<file path="config.mk">
export PLATFORM = sky130hd
export DESIGN_NAME = msc_top
export DESIGN_NICKNAME = d
export VERILOG_FILES = /design/src/msc_pkg.sv /design/src/msc_top.sv
export SDC_FILE = /design/constraint.sdc
export NUM_CORES = 1
export LEC_CHECK = 0
export BUFFER_PORTS_ARGS = -buffer_cell sky130_fd_sc_hd__buf_2
export CAP_MARGIN = 25
export CORE_MARGIN = 1
export CORE_UTILIZATION = 50
export CTS_BUF_LIST = sky130_fd_sc_hd__clkbuf_4 sky130_fd_sc_hd__clkbuf_8
export CTS_CLUSTER_SIZE = 8
export DETAILED_ROUTE_END_ITERATION = 8
export GPL_ROUTABILITY_DRIVEN = 1
export PLACE_DENSITY_LB_ADDON = 0.3
export SETUP_SLACK_MARGIN = 0.4
export SLEW_MARGIN = 20
export SYNTH_ARGS = -nofsm -noshare
export SYNTH_HDL_FRONTEND = slang
export SYNTH_SLANG_ARGS = --single-unit
</file>
<file path="constraint.sdc">
create_clock -name mclk_i -period 10.85 [get_ports mclk_i]
set_input_delay 0.5425 -clock mclk_i [delete_from_list [all_inputs] [get_ports mclk_i]]
set_output_delay 0.5425 -clock mclk_i [all_outputs]
set_load 0.02 [all_outputs]
</file>
<file path="src/msc_pkg.sv">
// Purpose: constants and types for the mission status and counter bank
// Assumes: register indices are word indices; byte address is index * 4
// Notes: one byte of register data per 32-bit apb word
package msc_pkg;
   localparam int ADDR_W = 12;
   localparam int DATA_W = 32;
   localparam int CNT_W = 24;
   localparam int STAMP_W = 48;
   // register indices
   localparam logic [9:0] IDX_ALARM = 10'h214;
   localparam logic [9:0] IDX_GSTAT = 10'h215;
   localparam logic [9:0] IDX_DELAY = 10'h216;
   localparam logic [9:0] IDX_STAMP = 10'h219;
   localparam logic [9:0] IDX_MCNT = 10'h220;
   localparam logic [9:0] IDX_DCNT = 10'h223;
   localparam logic [9:0] IDX_CTRL = 10'h240;
   localparam logic [9:0] IDX_CMD = 10'h241;
   localparam logic [9:0] CNT_BYTES = 10'h3;
   localparam logic [9:0] STAMP_BYTES = 10'h6;
   // alarm status layout
   localparam int BIT_BATT = 7;
   localparam int BIT_HH = 3;
   localparam int BIT_HL = 2;
   localparam int BIT_TH = 1;
   localparam int BIT_TL = 0;
   localparam logic [7:0] ALARM_FIXED = 8'h70;
   localparam logic [7:0] ALARM_RST = 8'h80;
   // general status layout
   localparam int BIT_AWAIT = 4;
   localparam int BIT_MEMORY_CLEARED = 3;
   localparam int BIT_ACTIVE = 1;
   localparam logic [7:0] GSTAT_FIXED = 8'hc0;
   // control register layout
   localparam int CTL_TL_EN = 0;
   localparam int CTL_TH_EN = 1;
   localparam int CTL_HL_EN = 2;
   localparam int CTL_HH_EN = 3;
   localparam int CTL_TLOG = 4;
   localparam int CTL_HLOG = 5;
   localparam int CTL_ASTART = 6;
   localparam logic [7:0] CTRL_RST = 8'h00;
   // command register layout
   localparam int CMD_CLEAR = 0;
   localparam int CMD_START = 1;
   localparam int CMD_STOP = 2;

   typedef enum logic [3:0] {
      ST_IDLE = 4'b0001,
      ST_DELAY = 4'b0010,
      ST_WAIT_ALARM = 4'b0100,
      ST_LOGGING = 4'b1000
   } msc_state_type;

   typedef struct packed {
      logic valid;
      logic forced;
      logic has_temp;
      logic has_humid;
      logic [7:0] temp;
      logic [7:0] humid;
   } msc_meas_type;

   typedef struct packed {
      logic [7:0] temp_hi;
      logic [7:0] temp_lo;
      logic [7:0] humid_hi;
      logic [7:0] humid_lo;
   } msc_thresh_type;
endpackage : msc_pkg

</file>
<file path="src/msc_top.sv">
// Purpose: mission status flags, start delay, timestamp and sample counters
// Assumes: apb master, measurement and tick inputs all on mclk_i
// Notes: commands arrive as pulses written to the command register
//
// Overview of operation
// - general status read-only; bits 7,6 read one, bits 5,2,0 read zero
// - battery loss flag set by power-on reset, never masked
// - humidity high flag set and held when reading at or above threshold
// - humidity low flag set and held when reading at or below threshold
// - temperature high flag set at or above threshold, also by trigger
// - temperature low flag set at or below threshold, also by trigger
// - forced conversion updates the four flags with same comparisons
// - a threshold flag is set only when its enable bit is set
// - awaiting alarm set on alarm-start mission, cleared by first alarm
// - awaiting alarm untouched by clear memory and by mission stop
// - clear memory zeroes timestamp, mission count, flags; sets cleared
// - start needs memory cleared; start drops the cleared bit
// - mission active held from start until mission ends
// - start delay is 24-bit minutes, low byte first, locked in mission
// - wait the delay before first sample or before alarm testing
// - capture rtc date and time of first sample as six bcd bytes
// - mission count is read-only 24-bit wake-up count, zeroed by clear
// - both readings in one wake-up count once
// - triggering sample in alarm-start mode is not counted in mission
// - read-only 24-bit device sample count, low byte first
// - alarm-start mode tests temperature each sample, logs after alarm
// - device count bumps on wake-ups, alarm tests, idle forced runs
`timescale 1ns/1ps
module msc_top (
   // clock and reset
   input wire logic mclk_i,
   input wire logic rst_n_i,
   // apb slave
   input wire logic psel_i,
   input wire logic penable_i,
   input wire logic pwrite_i,
   input wire logic [msc_pkg::ADDR_W-1:0] paddr_i,
   input wire logic [msc_pkg::DATA_W-1:0] pwdata_i,
   output logic [msc_pkg::DATA_W-1:0] prdata_o,
   output logic pready_o,
   output logic pslverr_o,
   // time base
   input wire logic minute_tick_i,
   input wire logic sample_tick_i,
   input wire logic [msc_pkg::STAMP_W-1:0] rtc_time_i,
   // measurement results
   input wire msc_pkg::msc_meas_type meas_i,
   input wire msc_pkg::msc_thresh_type thresh_i,
   // status out
   output logic sample_req_o,
   output logic mission_active_o
);
   import msc_pkg::*;

   // returns {at_or_above_hi, at_or_below_lo}
   function automatic logic [1:0] cmp_fn(input logic [7:0] v,
                                         input logic [7:0] hi,
                                         input logic [7:0] lo);
      cmp_fn = {v >= hi, v <= lo};
   endfunction : cmp_fn

   function automatic logic [7:0] byte_fn(input logic [STAMP_W-1:0] v,
                                          input logic [9:0] k);
      byte_fn = v[k[2:0]*8 +: 8];
   endfunction : byte_fn

   logic rst_meta_ff;
   logic rst_sync_ff;
   logic rst_n;
   logic pready_ff;
   logic pslverr_ff;
   logic [DATA_W-1:0] prdata_ff;
   logic [7:0] alarm_ff;
   logic [7:0] ctrl_ff;
   logic awaiting_alarm_ff;
   logic memory_cleared_ff;
   logic mission_active_ff;
   logic first_pending_ff;
   logic sample_req_ff;
   msc_state_type state_ff;
   logic [CNT_W-1:0] delay_ff;
   logic [CNT_W-1:0] work_cnt_ff;
   logic [CNT_W-1:0] mission_cnt_ff;
   logic [CNT_W-1:0] device_cnt_ff;
   logic [STAMP_W-1:0] stamp_ff;
   logic [9:0] idx;
   logic apb_access;
   logic wr_done;
   logic cmd_wr;
   logic do_clear;
   logic do_start;
   logic do_stop;
   logic [7:0] rd_byte;
   logic rd_hit;
   logic [1:0] t_hit;
   logic [1:0] h_hit;
   logic in_test;
   logic meas_mis;
   logic meas_forced;
   logic use_temp;
   logic use_humid;
   logic trigger;
   logic meas_log;
   logic temp_event;
   logic [7:0] set_mask;

   // reset release through two flops
   always_ff @(posedge mclk_i or negedge rst_n_i) begin
      if (!rst_n_i) begin
         rst_meta_ff <= 1'b0;
         rst_sync_ff <= 1'b0;
      end else begin
         rst_meta_ff <= 1'b1;
         rst_sync_ff <= rst_meta_ff;
      end
   end
   assign rst_n = rst_sync_ff;

   // apb decode: one wait state, write lands on the edge pready is seen
   assign idx = paddr_i[ADDR_W-1:2];
   assign apb_access = psel_i & penable_i & ~pready_ff;
   assign wr_done = psel_i & penable_i & pready_ff & pwrite_i;
   assign cmd_wr = wr_done & (idx == IDX_CMD);
   assign do_clear = cmd_wr & pwdata_i[CMD_CLEAR] & ~pwdata_i[CMD_START]
                     & ~mission_active_ff;
   assign do_start = cmd_wr & pwdata_i[CMD_START] & memory_cleared_ff
                     & ~mission_active_ff
                     & (ctrl_ff[CTL_TLOG] | ctrl_ff[CTL_HLOG]);
   assign do_stop = cmd_wr & pwdata_i[CMD_STOP] & mission_active_ff;

   always_comb begin
      rd_byte = 8'h00;
      rd_hit = 1'b1;
      if (idx == IDX_ALARM) begin
         rd_byte = alarm_ff | ALARM_FIXED;
      end else if (idx == IDX_GSTAT) begin
         rd_byte = GSTAT_FIXED;
         rd_byte[BIT_AWAIT] = awaiting_alarm_ff;
         rd_byte[BIT_MEMORY_CLEARED] = memory_cleared_ff;
         rd_byte[BIT_ACTIVE] = mission_active_ff;
      end else if (idx >= IDX_DELAY && idx < IDX_DELAY + CNT_BYTES) begin
         rd_byte = byte_fn({24'h00_0000, delay_ff}, idx - IDX_DELAY);
      end else if (idx >= IDX_STAMP && idx < IDX_STAMP + STAMP_BYTES) begin
         rd_byte = byte_fn(stamp_ff, idx - IDX_STAMP);
      end else if (idx >= IDX_MCNT && idx < IDX_MCNT + CNT_BYTES) begin
         rd_byte = byte_fn({24'h00_0000, mission_cnt_ff}, idx - IDX_MCNT);
      end else if (idx >= IDX_DCNT && idx < IDX_DCNT + CNT_BYTES) begin
         rd_byte = byte_fn({24'h00_0000, device_cnt_ff}, idx - IDX_DCNT);
      end else if (idx == IDX_CTRL) begin
         rd_byte = ctrl_ff;
      end else if (idx == IDX_CMD) begin
         rd_byte = 8'h00;
      end else begin
         rd_hit = 1'b0;
      end
   end

   always_ff @(posedge mclk_i or negedge rst_n) begin
      if (!rst_n) begin
         pready_ff <= 1'b0;
         pslverr_ff <= 1'b0;
         prdata_ff <= 32'h0000_0000;
      end else begin
         pready_ff <= apb_access;
         pslverr_ff <= apb_access & ~rd_hit;
         if (apb_access) begin
            prdata_ff <= pwrite_i ? 32'h0000_0000 : {24'h00_0000, rd_byte};
         end
      end
   end

   // control bits lock while a mission runs
   always_ff @(posedge mclk_i or negedge rst_n) begin
      if (!rst_n) begin
         ctrl_ff <= CTRL_RST;
      end else if (wr_done & (idx == IDX_CTRL) & ~mission_active_ff) begin
         ctrl_ff <= pwdata_i[7:0];
      end
   end

   // start delay register
   always_ff @(posedge mclk_i or negedge rst_n) begin
      if (!rst_n) begin
         delay_ff <= 24'h00_0000;
      end else if (wr_done & ~mission_active_ff) begin
         if (idx == IDX_DELAY) begin
            delay_ff[7:0] <= pwdata_i[7:0];
         end else if (idx == IDX_DELAY + 10'h1) begin
            delay_ff[15:8] <= pwdata_i[7:0];
         end else if (idx == IDX_DELAY + 10'h2) begin
            delay_ff[23:16] <= pwdata_i[7:0];
         end
      end
   end

   // measurement classification
   assign t_hit = cmp_fn(meas_i.temp, thresh_i.temp_hi, thresh_i.temp_lo);
   assign h_hit = cmp_fn(meas_i.humid, thresh_i.humid_hi,
                         thresh_i.humid_lo);
   assign in_test = (state_ff == ST_WAIT_ALARM) | (state_ff == ST_LOGGING);
   assign meas_mis = meas_i.valid & ~meas_i.forced & in_test;
   assign meas_forced = meas_i.valid & meas_i.forced & ~mission_active_ff;
   assign use_temp = (meas_mis | meas_forced) & meas_i.has_temp;
   // humidity is not sampled while only waiting for a temperature alarm
   assign use_humid = meas_i.has_humid
                      & (meas_forced | (meas_mis & state_ff == ST_LOGGING));
   assign trigger = meas_mis & (state_ff == ST_WAIT_ALARM)
                    & meas_i.has_temp & (|t_hit);
   assign meas_log = meas_mis & (state_ff == ST_LOGGING);
   assign temp_event = use_temp & (|t_hit);

   always_comb begin
      set_mask = 8'h00;
      set_mask[BIT_HH] = use_humid & h_hit[1] & ctrl_ff[CTL_HH_EN];
      set_mask[BIT_HL] = use_humid & h_hit[0] & ctrl_ff[CTL_HL_EN];
      set_mask[BIT_TH] = use_temp & t_hit[1] & ctrl_ff[CTL_TH_EN];
      set_mask[BIT_TL] = use_temp & t_hit[0] & ctrl_ff[CTL_TL_EN];
   end

   // sticky alarm flags, a new set beats a clear in the same cycle
   always_ff @(posedge mclk_i or negedge rst_n) begin
      if (!rst_n) begin
         alarm_ff <= ALARM_RST;
      end else if (do_clear) begin
         alarm_ff <= set_mask;
      end else begin
         alarm_ff <= alarm_ff | set_mask;
      end
   end

   // waiting for temperature alarm
   always_ff @(posedge mclk_i or negedge rst_n) begin
      if (!rst_n) begin
         awaiting_alarm_ff <= 1'b0;
      end else if (do_start) begin
         awaiting_alarm_ff <= ctrl_ff[CTL_ASTART];
      end else if (temp_event) begin
         // forced run with a low threshold also clears it
         awaiting_alarm_ff <= 1'b0;
      end
   end

   always_ff @(posedge mclk_i or negedge rst_n) begin
      if (!rst_n) begin
         memory_cleared_ff <= 1'b0;
      end else if (do_clear) begin
         memory_cleared_ff <= 1'b1;
      end else if (do_start) begin
         memory_cleared_ff <= 1'b0;
      end
   end

   always_ff @(posedge mclk_i or negedge rst_n) begin
      if (!rst_n) begin
         mission_active_ff <= 1'b0;
      end else if (do_start) begin
         mission_active_ff <= 1'b1;
      end else if (do_stop) begin
         mission_active_ff <= 1'b0;
      end
   end

   // mission sequencing
   always_ff @(posedge mclk_i or negedge rst_n) begin
      if (!rst_n) begin
         state_ff <= ST_IDLE;
      end else if (do_stop) begin
         state_ff <= ST_IDLE;
      end else begin
         case (state_ff)
            ST_IDLE: begin
               if (do_start) begin
                  state_ff <= ST_DELAY;
               end
            end
            ST_DELAY: begin
               if (work_cnt_ff == 24'h00_0000) begin
                  state_ff <= ctrl_ff[CTL_ASTART] ? ST_WAIT_ALARM
                                                  : ST_LOGGING;
               end
            end
            ST_WAIT_ALARM: begin
               if (trigger) begin
                  state_ff <= ST_LOGGING;
               end
            end
            ST_LOGGING: begin
               state_ff <= ST_LOGGING;
            end
            default: begin
               state_ff <= ST_IDLE;
            end
         endcase
      end
   end

   // delay counter runs on the minute tick, separate from the register
   always_ff @(posedge mclk_i or negedge rst_n) begin
      if (!rst_n) begin
         work_cnt_ff <= 24'h00_0000;
      end else if (do_start) begin
         work_cnt_ff <= delay_ff;
      end else if (state_ff == ST_DELAY && minute_tick_i &&
                   work_cnt_ff != 24'h00_0000) begin
         work_cnt_ff <= work_cnt_ff - 24'h00_0001;
      end
   end

   always_ff @(posedge mclk_i or negedge rst_n) begin
      if (!rst_n) begin
         sample_req_ff <= 1'b0;
      end else begin
         sample_req_ff <= sample_tick_i & in_test & ~do_stop;
      end
   end

   // timestamp of the first logged sample
   always_ff @(posedge mclk_i or negedge rst_n) begin
      if (!rst_n) begin
         first_pending_ff <= 1'b0;
      end else if (do_start) begin
         first_pending_ff <= 1'b1;
      end else if (meas_log | trigger) begin
         first_pending_ff <= 1'b0;
      end
   end

   always_ff @(posedge mclk_i or negedge rst_n) begin
      if (!rst_n) begin
         stamp_ff <= 48'h0000_0000_0000;
      end else if (do_clear) begin
         stamp_ff <= 48'h0000_0000_0000;
      end else if (first_pending_ff & (meas_log | trigger)) begin
         stamp_ff <= rtc_time_i;
      end
   end

   // counters: one count per wake-up, readings arrive together
   always_ff @(posedge mclk_i or negedge rst_n) begin
      if (!rst_n) begin
         mission_cnt_ff <= 24'h00_0000;
      end else if (do_clear) begin
         mission_cnt_ff <= 24'h00_0000;
      end else if (meas_log) begin
         // trigger sample is logged but not counted
         mission_cnt_ff <= mission_cnt_ff + 24'h00_0001;
      end
   end

   always_ff @(posedge mclk_i or negedge rst_n) begin
      if (!rst_n) begin
         device_cnt_ff <= 24'h00_0000;
      end else if (meas_mis | meas_forced) begin
         device_cnt_ff <= device_cnt_ff + 24'h00_0001;
      end
   end

   assign prdata_o = prdata_ff;
   assign pready_o = pready_ff;
   assign pslverr_o = pslverr_ff;
   assign sample_req_o = sample_req_ff;
   assign mission_active_o = mission_active_ff;
endmodule : msc_top

</file>
## After elaboration in Yosys (flattened, before gate mapping)

Cells that the tools add are included.

| word-level totals | value |
|---|---|
| flip-flop bits (word level) | 205 |
| input port bits | 151 |
| output and inout port bits | 36 |
| word-level logic and storage cells | 168 |

| operators by class | value |
|---|---|
| shift operators | 4 |
| bitwise operators | 54 |
| magnitude comparators | 12 |
| equality and inequality tests | 14 |
| multiplexer cells | 37 |
| $add $sub $neg | 7 |
| reductions and logical operators | 20 |

Operators by type and width:

| cell | number |
|---|---|
| $shiftx 48x7->8 | 4 |
| $mux 24 | 4 |
| $mux 48 | 2 |
| $mux 8 | 9 |
| $eq 10x10->1 const B | 7 |
| $add 24x1->24 const B | 2 |
| $and 1x1->1 | 40 |
| $ge 10x10->1 const B | 4 |
| $lt 10x10->1 const B | 4 |
| $logic_not 24->1 | 1 |
| $reduce_bool 24->1 | 1 |
| $sub 24x1->24 const B | 1 |
| $mux 4 | 5 |
| $ge 8x8->1 | 2 |
| $le 8x8->1 | 2 |
| $mux 1 | 16 |
| $pmux 4 s4 | 1 |
| $reduce_bool 2->1 | 7 |
| $ne 3x3->1 const B | 3 |
| $not 1->1 | 8 |
| $or 8x4->8 | 1 |
| $logic_and 1x1->1 | 6 |
| $reduce_and 3->1 | 2 |
| $sub 3x1->3 const B | 2 |
| other kinds (10) | 14 |

## Depth between registers and ports, before layout

Gate-level depths: netlist (run 1).

| logic depth | value |
|---|---|
| depth in word-level cells | 11 |
| mapped depth | 12 |
| depth with buffers taken out | 8 |

## Worst setup path after synthesis (run 1)

No wires, ideal clock.

| timing | value |
|---|---|
| kind | input-to-reg |
| start point | in paddr_i[3] (netlist name) |
| end point | reg prdata_ff[6] (netlist: prdata_o[6]) |
| arrival time | 3120 ps |
| library setup time | 140 ps |
| stages on the path | 11 |
| setup slack | 7590 ps |
| path buffers | 4 |
| cell sequence | buf_2 > buf_1 > inv_1 > ha_1 > clkbuf_1 > buf_1 > mux4_2 > a22oi_1 > nor2_1 > a211oi_1 > o221ai_1 |

| between the ends | value |
|---|---|
| longest elaborated chain between the ends | 9 |
| elaborated cells on any way between the ends | 31 |

RTL lines:

| element | line | text |
|---|---|---|
| start, declared | msc_top.sv:37 | `input wire logic [msc_pkg::ADDR_W-1:0] paddr_i,` |
| $sub 3x2->3, or another cell as far along | msc_top.sv:148 | `rd_byte = byte_fn({24'h00_0000, device_cnt_ff}, idx - IDX_DCNT);` |
| $shiftx 48x7->8, or another cell as far along | msc_top.sv:64 | `byte_fn = v[k[2:0]*8 +: 8];` |
| $mux 8 | msc_top.sv:147 | `end else if (idx >= IDX_DCNT && idx < IDX_DCNT + CNT_BYTES) begin` |
| $mux 8 | msc_top.sv:145 | `end else if (idx >= IDX_MCNT && idx < IDX_MCNT + CNT_BYTES) begin` |
| $mux 8 | msc_top.sv:143 | `end else if (idx >= IDX_STAMP && idx < IDX_STAMP + STAMP_BYTES) begin` |
| $mux 8 | msc_top.sv:141 | `end else if (idx >= IDX_DELAY && idx < IDX_DELAY + CNT_BYTES) begin` |
| $mux 8 | msc_top.sv:136 | `end else if (idx == IDX_GSTAT) begin` |
| $mux 8 * | msc_top.sv:134 | `if (idx == IDX_ALARM) begin` |
| $mux 8 * | msc_top.sv:167 | `prdata_ff <= pwrite_i ? 32'h0000_0000 : {24'h00_0000, rd_byte};` |
| end signal, assigned | msc_top.sv:167 |  |
| end, declared | msc_top.sv:72 | `logic [DATA_W-1:0] prdata_ff;` |

Every way passes the cells marked *; elsewhere a longest branch is shown, timed or not.
A chain may end at the register's enable or synchronous reset.

## Final worst setup path (run 1)

| timing | value |
|---|---|
| start point | in paddr_i[3] (netlist name) |
| end point | reg prdata_ff[5] (netlist: prdata_o[5]) |

Same word-level chain as after synthesis.

==> results by group, run 1 <==
Status
  – Status: finished, final reports clean

Floorplan
  – Full die area: 21,600 um^2
  – Area of the core: 20,400 um^2
  – Number of cell rows: 52
  – Die Span Y: 147 um
  – Starting Density: 51.3%
  – # IOs: 187
  – Die X: 147 um

Placed design
  – Setup WS pre-CTS: 7460 ps
  – Port Buffers: 136
  – Dpl cells: 1,502
  – GPL Wtd Cong: 0.930
  – Placed wire-length estimate: 19,300 um

Final layout
  – Flip-flop and latch area: 4460 um^2
  – P&R area growth vs syn: 12.1%
  – Most frequent cells in the layout: 175 x dfrtp_1, 136 x buf_2, 102 x o21ai_0, 99 x a21oi_1, 92 x nand2_1
  – Commonest non-fill, non-tap cell in the layout: dfrtp_1
  – Area of the multi-input gates: 5540 um^2
  – Non-Filler Instances: 1,536
  – N_diodes: 0
  – Final nets: 1,445
  – Fraction of layout cells with a size suffix above 1: 19.2%
  – Fillcell total: 1,903

CTS
  – H-tree Lvls: 4
  – Clock latency on the worst-skew pair: 470 ps
  – Resized cells post-CTS: 0
  – CTS tree: done
  – Clk slew on worst S/H paths: 100 ps
  – Clock Root Buffer: clkbuf_8
  – Max Root-Sink Buffers: 2
  – Clock sink total: 178
  – CTS Buf Count: 17

Route
  – Drt pass-1 iters: 5
  – Vias: 8,785
  – Wire per inst: 17.0 um
  – Routed vias/inst: 5.72
  – DRT Wirelength: 26,100 um
  – Number of remaining DRC errors: 0
  – Final antenna-violating net count: 0
  – Initial DRC Count: 587

Timing
  – Min Tclk post-route: 2950 ps
  – Unrepaired setup endpoints after global routing: no
  – Setup violators final: 0
  – Slew Viols, Final: 0
  – Clock Skew: 16.1 ps
  – Final WS setup: 7900 ps
  – Least-Margin Pin Slew: 947 ps
  – Period utilisation layout: 27.2%
  – Max-slew headroom: 36.9%
  – Hold Vio Cnt, Final: 0
  – Setup TNS: 0 ps
  – Fmax: 338 MHz

Yosys
  – Distinct cells, synth: 66
  – Top_reg_cell synth: dfrtp_1
  – FFs w/ async S/R, synth: 100%
  – Synthesis Warnings: 0
  – Number of flops mapped to enable cells by yosys: 0
  – Register area share after synthesis: 42.5%
  – Synth Cell Area: 10,500 um^2
  – Yosys reg bits: 178
  – Syn Inst Count: 1,146
  – Avg Synthesized Cell Area: 9.15 um^2

Setup path
  – CP max FO: 26
  – Setup Crit Path Kind: in -> reg
  – Endpoint class of the critical path: flop
  – Worst path arrival time: 3290 ps
  – WP data required: 11,190 ps
  – Setup crit start kind: input port

Global routing
  – Gr usage total: 25.3%
  – Antenna violations before repair: 0
  – Largest net degree at the start of global routing: 83
  – Vias in the first global route: 8,476
  – First-pass GRT wire length: 43,100 um
  – Global route overflow: 0

Power
  – Peak VDD IR: 0.000109 V
  – Leakage: 5.53 nW
  – Power Density: 131 nW/um^2

Job
  – Number of max-cap violations: 0

Min path
  – Hold Crit Class: reg -> async
-- cells in the mapped netlist (all sizes together) (3+ instances only) --
cell type,n,share of area (%)
o22ai,8,0.48
nand3b,7,0.50
nor3b,5,0.36
nor2,85,3.0
o21a,8,0.57
a22oi,10,0.72
nand3,79,3.8
buf,41,2.4
mux2,38,4.1
nand4,17,1.0
a21oi,100,4.8
mux4,8,1.7
and2,9,0.54
a31oi,3,0.18
and4,3,0.25
a21o,8,0.57
or3,15,0.89
xor2,30,2.5
o21ai,104,5.0
and3,7,0.42
mux2i,29,2.8
nor4b,7,0.79
nor2b,13,0.78
xnor2,33,2.8
inv,48,1.7
nor4,7,0.42
nor3,19,0.95
clkbuf,43,1.5
or4,4,0.32
o221ai,3,0.25
nand2b,4,0.24
nand2,92,3.3
dfrtp,176,42
ha,41,4.9
or2,5,0.30
a211oi,9,0.64
-- area by class of cell --
| cell class | count | area share, % |
|---|---|---|
| multi-input cells | 859 | 47.1 |
| flip-flops and latches | 178 | 37.9 |
| repair buffers | 149 | 6.65 |
| well taps | 270 | 2.87 |
| clock buffers | 19 | 2.22 |
| clock inverters | 13 | 1.65 |
| inverters | 48 | 1.53 |
-- per-stage QoR --
| step | power [mW] | util (%) | hold WS (ps) | area [um^2] |
|---|---|---|---|---|
| after floorplan | 0.955 | - | 247 | 10600 |
| after global placement | 1.02 | 55.2 | 216 | 11300 |
| after detailed placement | 1.03 | 55.2 | 215 | 11300 |
| after CTS | 1.55 | 57.5 | 220 | 11700 |
| after global routing | 1.62 | 57.5 | 231 | 11800 |
| final | 1.54 | 57.5 | 204 | 11800 |
-- state kept, by name, summed over array words and instances (netlist names), 4 cells and up --
name / count
stamp_ff: 48
delay_ff: 24
device_cnt_ff: 24
mission_cnt_ff: 24
work_cnt_ff: 24
ctrl_ff: 8
prdata_o: 8
alarm_ff: 5
state_ff: 4
-- repair_timing --
| action | 4_1_cts | 5_1_grt |
|---|---|---|
| endpoints found under the hold margin | 2 | 0 |
| hold buffers | 1 | 0 |
| setup buffers | 0 | 0 |
-- power breakdown --
part           switching, mW  internal, mW  total, mW
Sequential            0.0528         0.722      0.775
Combinational          0.133         0.111      0.245
Clock                  0.252         0.268      0.520
-- worst max-delay path, cell delays in order --
cell and delay, ps:
buf_2 550, inv_1 230, ha_1 340, buf_4 330
mux2i_1 270, nor2_1 60, a21oi_1 230, o22ai_1 110
a211o_1 280, a221o_1 320
-- cells by family (layout without fill, tap and decap cells) --
| kind of cell | Yosys count | after routing | share of synthesized area (%) |
|---|---|---|---|
| DFF | 178 | 178 | 42.5 |
| muxes | 75 | 75 | 8.57 |
| adders and majority gates | 41 | 41 | 4.89 |
| xor gates and xnor gates | 63 | 63 | 5.26 |
| and+or+nand+nor | 380 | 380 | 18.0 |
| other | 2 | 25 | 0.0716 |
| AOI/OAI and AO/OA | 275 | 275 | 15.0 |
| buffers and inverters | 132 | 229 | 5.69 |
-- path summary, 6_finish.rpt --
kind	end	depth (start not counted)	slack (ps)	from
worst max-delay path	prdata_o[5]$_DFFE_PN0P_	10	7900	paddr_i[3]
worst min-delay path	delay_ff[21]$_DFFE_PN0P_	0	200	rst_n$_DFF_PN0_
worst max register to register	work_cnt_ff[20]$_DFFE_PN0P_	8	7970	work_cnt_ff[0]$_DFFE_PN0P_
worst min register to register	delay_ff[21]$_DFFE_PN0P_	0	200	rst_n$_DFF_PN0_
max in group asynchronous	prdata_o[2]$_DFFE_PN0P_	1	9390	rst_n$_DFF_PN0_
min in group mclk_i	stamp_ff[45]$_DFFE_PN0P_	3	310	rtc_time_i[45]
-- per-layer routing --
metal	GRT usage [%]	part of all wire, %	routed length (um)	vias to the layer above
met5	0	0	0	-
met4	8.07	2.6	671	0
met3	4.01	4.4	1160	46
met2	42.0	49	12700	228
met1	33.9	44	11500	4280
li1	-	-	-	4231
No activity file was read; power rests on OpenSTA's default activity.
==> run 2, diff against run 1 <==
==> constraint.sdc (replaced) <==
create_clock -name mclk_i -period 2.9 [get_ports mclk_i]
set_input_delay 0.145 -clock mclk_i [delete_from_list [all_inputs] [get_ports mclk_i]]
set_output_delay 0.145 -clock mclk_i [all_outputs]
set_load 0.02 [all_outputs]
==> run 2 against run 1 <==
Core utilization grew 3.9 points. Die area is the same. Highest routed layer unchanged. Clock skew grew 1.1 ps. Final cell count grew 4.8%. Final area grew 6.8%. Wire length grew 5.9%. Sequential cell count is the same. Critical path depth shrank 4.
==> results by group, run 2 (synthesized netlist as in run 1, its figures left out) <==
Placed design
  – Dpl cells: 1,518 (was 1,502)
  – Port Buffers: 136 (unchanged)
  – Setup WS pre-CTS: 313 ps (was 7460 ps)
  – Placed wire-length estimate: 19,400 um (was 19,300 um)
  – GPL Wtd Cong: 0.935 (was 0.930)

Min path
  – Hold_sp: pwdata_i[1]
  – Hold Crit Class: in -> reg (was reg -> async)
  – Worst Hold End: delay_ff[17]$_DFFE_PN0P_
  – Hold Crit Depth: 2

CTS
  – Clock sink total: 178 (unchanged)
  – CTS tree: done (unchanged)
  – Clock Root Buffer: clkbuf_8 (unchanged)
  – Max Root-Sink Buffers: 2 (unchanged)
  – H-tree Lvls: 4 (unchanged)
  – Clock latency on the worst-skew pair: 480 ps (was 470 ps)
  – Clk slew on worst S/H paths: 100 ps (about the same)
  – CTS Buf Count: 17 (unchanged)

Floorplan
  – Die X: 147 um (unchanged)
  – Number of cell rows: 52 (unchanged)
  – Die Span Y: 147 um (unchanged)
  – Full die area: 21,600 um^2 (unchanged)
  – Area of the core: 20,400 um^2 (unchanged)
  – # IOs: 187 (unchanged)
  – Starting Density: 51.3% (unchanged)

Global routing
  – Gr usage total: 26.4% (was 25.3%)
  – Global route overflow: 0 (unchanged)
  – First-pass GRT wire length: 44,600 um (was 43,100 um)
  – Vias in the first global route: 8,831 (was 8,476)
  – Antenna violations before repair: 1 (was 0)
  – Largest net degree at the start of global routing: 93 (was 83)

Setup path
  – WP data required: 3310 ps (was 11,190 ps)
  – Endpoint class of the critical path: flop (unchanged)
  – Worst path bufs/invs: 0 (was 3)
  – Cell chain of the critical path: nor4b_4, a21oi_2, or4_4, or2_1, nor3_2, xor2_1 (was buf_2, inv_1, ha_1, buf_4, mux2i_1, nor2_1, a21oi_1, o22ai_1, a211o_1, a221o_1)
  – CP peak stage delay: 590 ps (was 550 ps)
  – Worst path arrival time: 2830 ps (was 3290 ps)
  – Top Family by Delay on Critical Path: simple AND/OR/NAND/NOR gates (was buffers and inverters)
  – Crit path depth: 6 (was 10)
  – Setup crit start kind: flop (was input port)
  – Slowest CP cell: or4_4 (was buf_2)
  – CP max FO: 8 (was 26)
  – FF-to-FF End: device_cnt_ff[23]$_DFFE_PN0N_ (was work_cnt_ff[20]$_DFFE_PN0P_)
  – Worst R2R Setup Slack: 470 ps (was 7970 ps)
  – Setup Crit Path Kind: reg -> reg (was in -> reg)
  – R2R cell count: 6 (was 8)
  – Reg2reg start: state_ff[1]$_DFFE_PN0P_ (was work_cnt_ff[0]$_DFFE_PN0P_)

Timing
  – Clock Skew: 17.1 ps (was 16.1 ps)
  – Min Tclk post-route: 2430 ps
  – Slew Viols, Final: 0 (unchanged)
  – Final WS setup: 472 ps (was 7900 ps)
  – Fmax: 412 MHz
  – Final hold slack: 26.5 ps (was 204 ps)
  – Unrepaired setup endpoints after global routing: yes (was no)
  – Least-Margin Pin Slew: 708 ps (was 947 ps)
  – Max-slew headroom: 52.5% (was 36.9%)
  – Period utilisation layout: 83.7%
  – Setup TNS: 0 ps (unchanged)
  – Hold Vio Cnt, Final: 0 (unchanged)
  – Setup violators final: 0 (unchanged)

Route
  – Wire per inst: 17.2 um (was 17.0 um)
  – Final antenna-violating net count: 0 (unchanged)
  – Initial DRC Count: 616 (was 587)
  – DRT Wirelength: 27,600 um (was 26,100 um)
  – Number of remaining DRC errors: 0 (unchanged)
  – Drt pass-1 iters: 5 (unchanged)
  – Vias: 9,088 (was 8,785)
  – Routed vias/inst: 5.65 (was 5.72)

Power
  – Clock Power Share: 34.2% (was 33.8%)
  – Switching Share: 28.3% (was 28.5%)
  – Sw power: 1.68 mW (was 438 uW)
  – Comb power frac: 16.8% (was 15.9%)
  – Peak VDD IR: 0.000373 V (was 0.000109 V)
  – Leakage: 5.88 nW (was 5.53 nW)
  – Sequential Power Share: 48.9% (was 50.3%)
  – Int Pwr: 4.25 mW (was 1.10 mW)
  – Power Density: 473 nW/um^2 (was 131 nW/um^2)
  – Pwr Total: 5.94 mW (was 1.54 mW)

Final layout
  – Non-Filler Instances: 1,609 (was 1,536)
  – Fraction of layout cells with a size suffix above 1: 19.6% (was 19.2%)
  – Commonest non-fill, non-tap cell in the layout: dfrtp_1 (unchanged)
  – Final nets: 1,517 (was 1,445)
  – Top reg by flops: stamp_ff (unchanged)
  – Most frequent cells in the layout: 175 x dfrtp_1, 136 x buf_2, 102 x o21ai_0, 99 x a21oi_1, 92 x nand2_1 (unchanged)
  – P&R area growth vs syn: 19.7% (was 12.1%)
  – Max reg flops: 48 (unchanged)

Job
  – Number of max-cap violations: 0 (unchanged)

Status
  – Status: finished, final reports clean (unchanged)
## run 2: changes by cell type in the layout (fill, tap and decap cells not counted), moves of 4 or more
cell           delta
buf_4            +13
inv_6             -4
buf_12            +5
dlygate4sd3_1    +56
## run 2: layout make-up
cell class	instances	area, um^2
clock inverter	13	225
clock buffer	19	255
timing repair buffer	221	1520
inverter	48	180
tap	270	338
antenna	1	2.50
sequential	178	4460
fill	1742	7880
multi-input combinational	859	5570
## run 2: layer usage
| layer | GRT usage (%) | share of wire [%] |
|---|---|---|
| met4 | 9.58 | 2.7 |
| met3 | 4.63 | 5.1 |
| met5 | 0 | 0 |
| met2 | 44.0 | 49 |
| met1 | 34.4 | 43 |
## run 2: metrics by stage
stage | cell area [um^2] | util (%)
floorplan | 10600 | -
global placement | 11500 | 56.1
detailed placement | 11500 | 56.1
CTS | 12500 | 61.3
global route | 12600 | 61.4
finish | 12600 | 61.4
## run 2: repair_timing
action                                 4_1_cts  5_1_grt
pin swaps                                    0        1
setup endpoints to repair                    3       52
hold buffers                                57        0
setup buffers                                0        1
endpoints found under the hold margin       74        0
gates resized for setup                      1        3
## run 2: power by group through the flow
stage          registers (mW)  clock network, mW  logic (mW)
3_3_place_gp             2.94                  0       0.906
3_5_place_dp             2.95                  0       0.934
6_report                 2.90               2.03        1.00
4_1_cts                  2.90               2.06       0.999
5_1_grt                  2.93               2.17        1.12
2_1_floorplan            2.92                  0       0.649
## run 2: how the worst max path moves through the flow
stage	slack, ps	startpoint	endpoint
CTS	500	state_ff[1]$_DFFE_PN0P_	device_cnt_ff[23]$_DFFE_PN0N_
detailed placement	310	work_cnt_ff[0]$_DFFE_PN0P_	work_cnt_ff[20]$_DFFE_PN0P_
floorplan	400	paddr_i[2]	prdata_o[6]$_DFFE_PN0P_
global placement	440	paddr_i[3]	prdata_o[3]$_DFFE_PN0P_
finish	470	state_ff[1]$_DFFE_PN0P_	device_cnt_ff[23]$_DFFE_PN0N_
global route	370	state_ff[1]$_DFFE_PN0P_	stamp_ff[29]$_DFFE_PN0P_
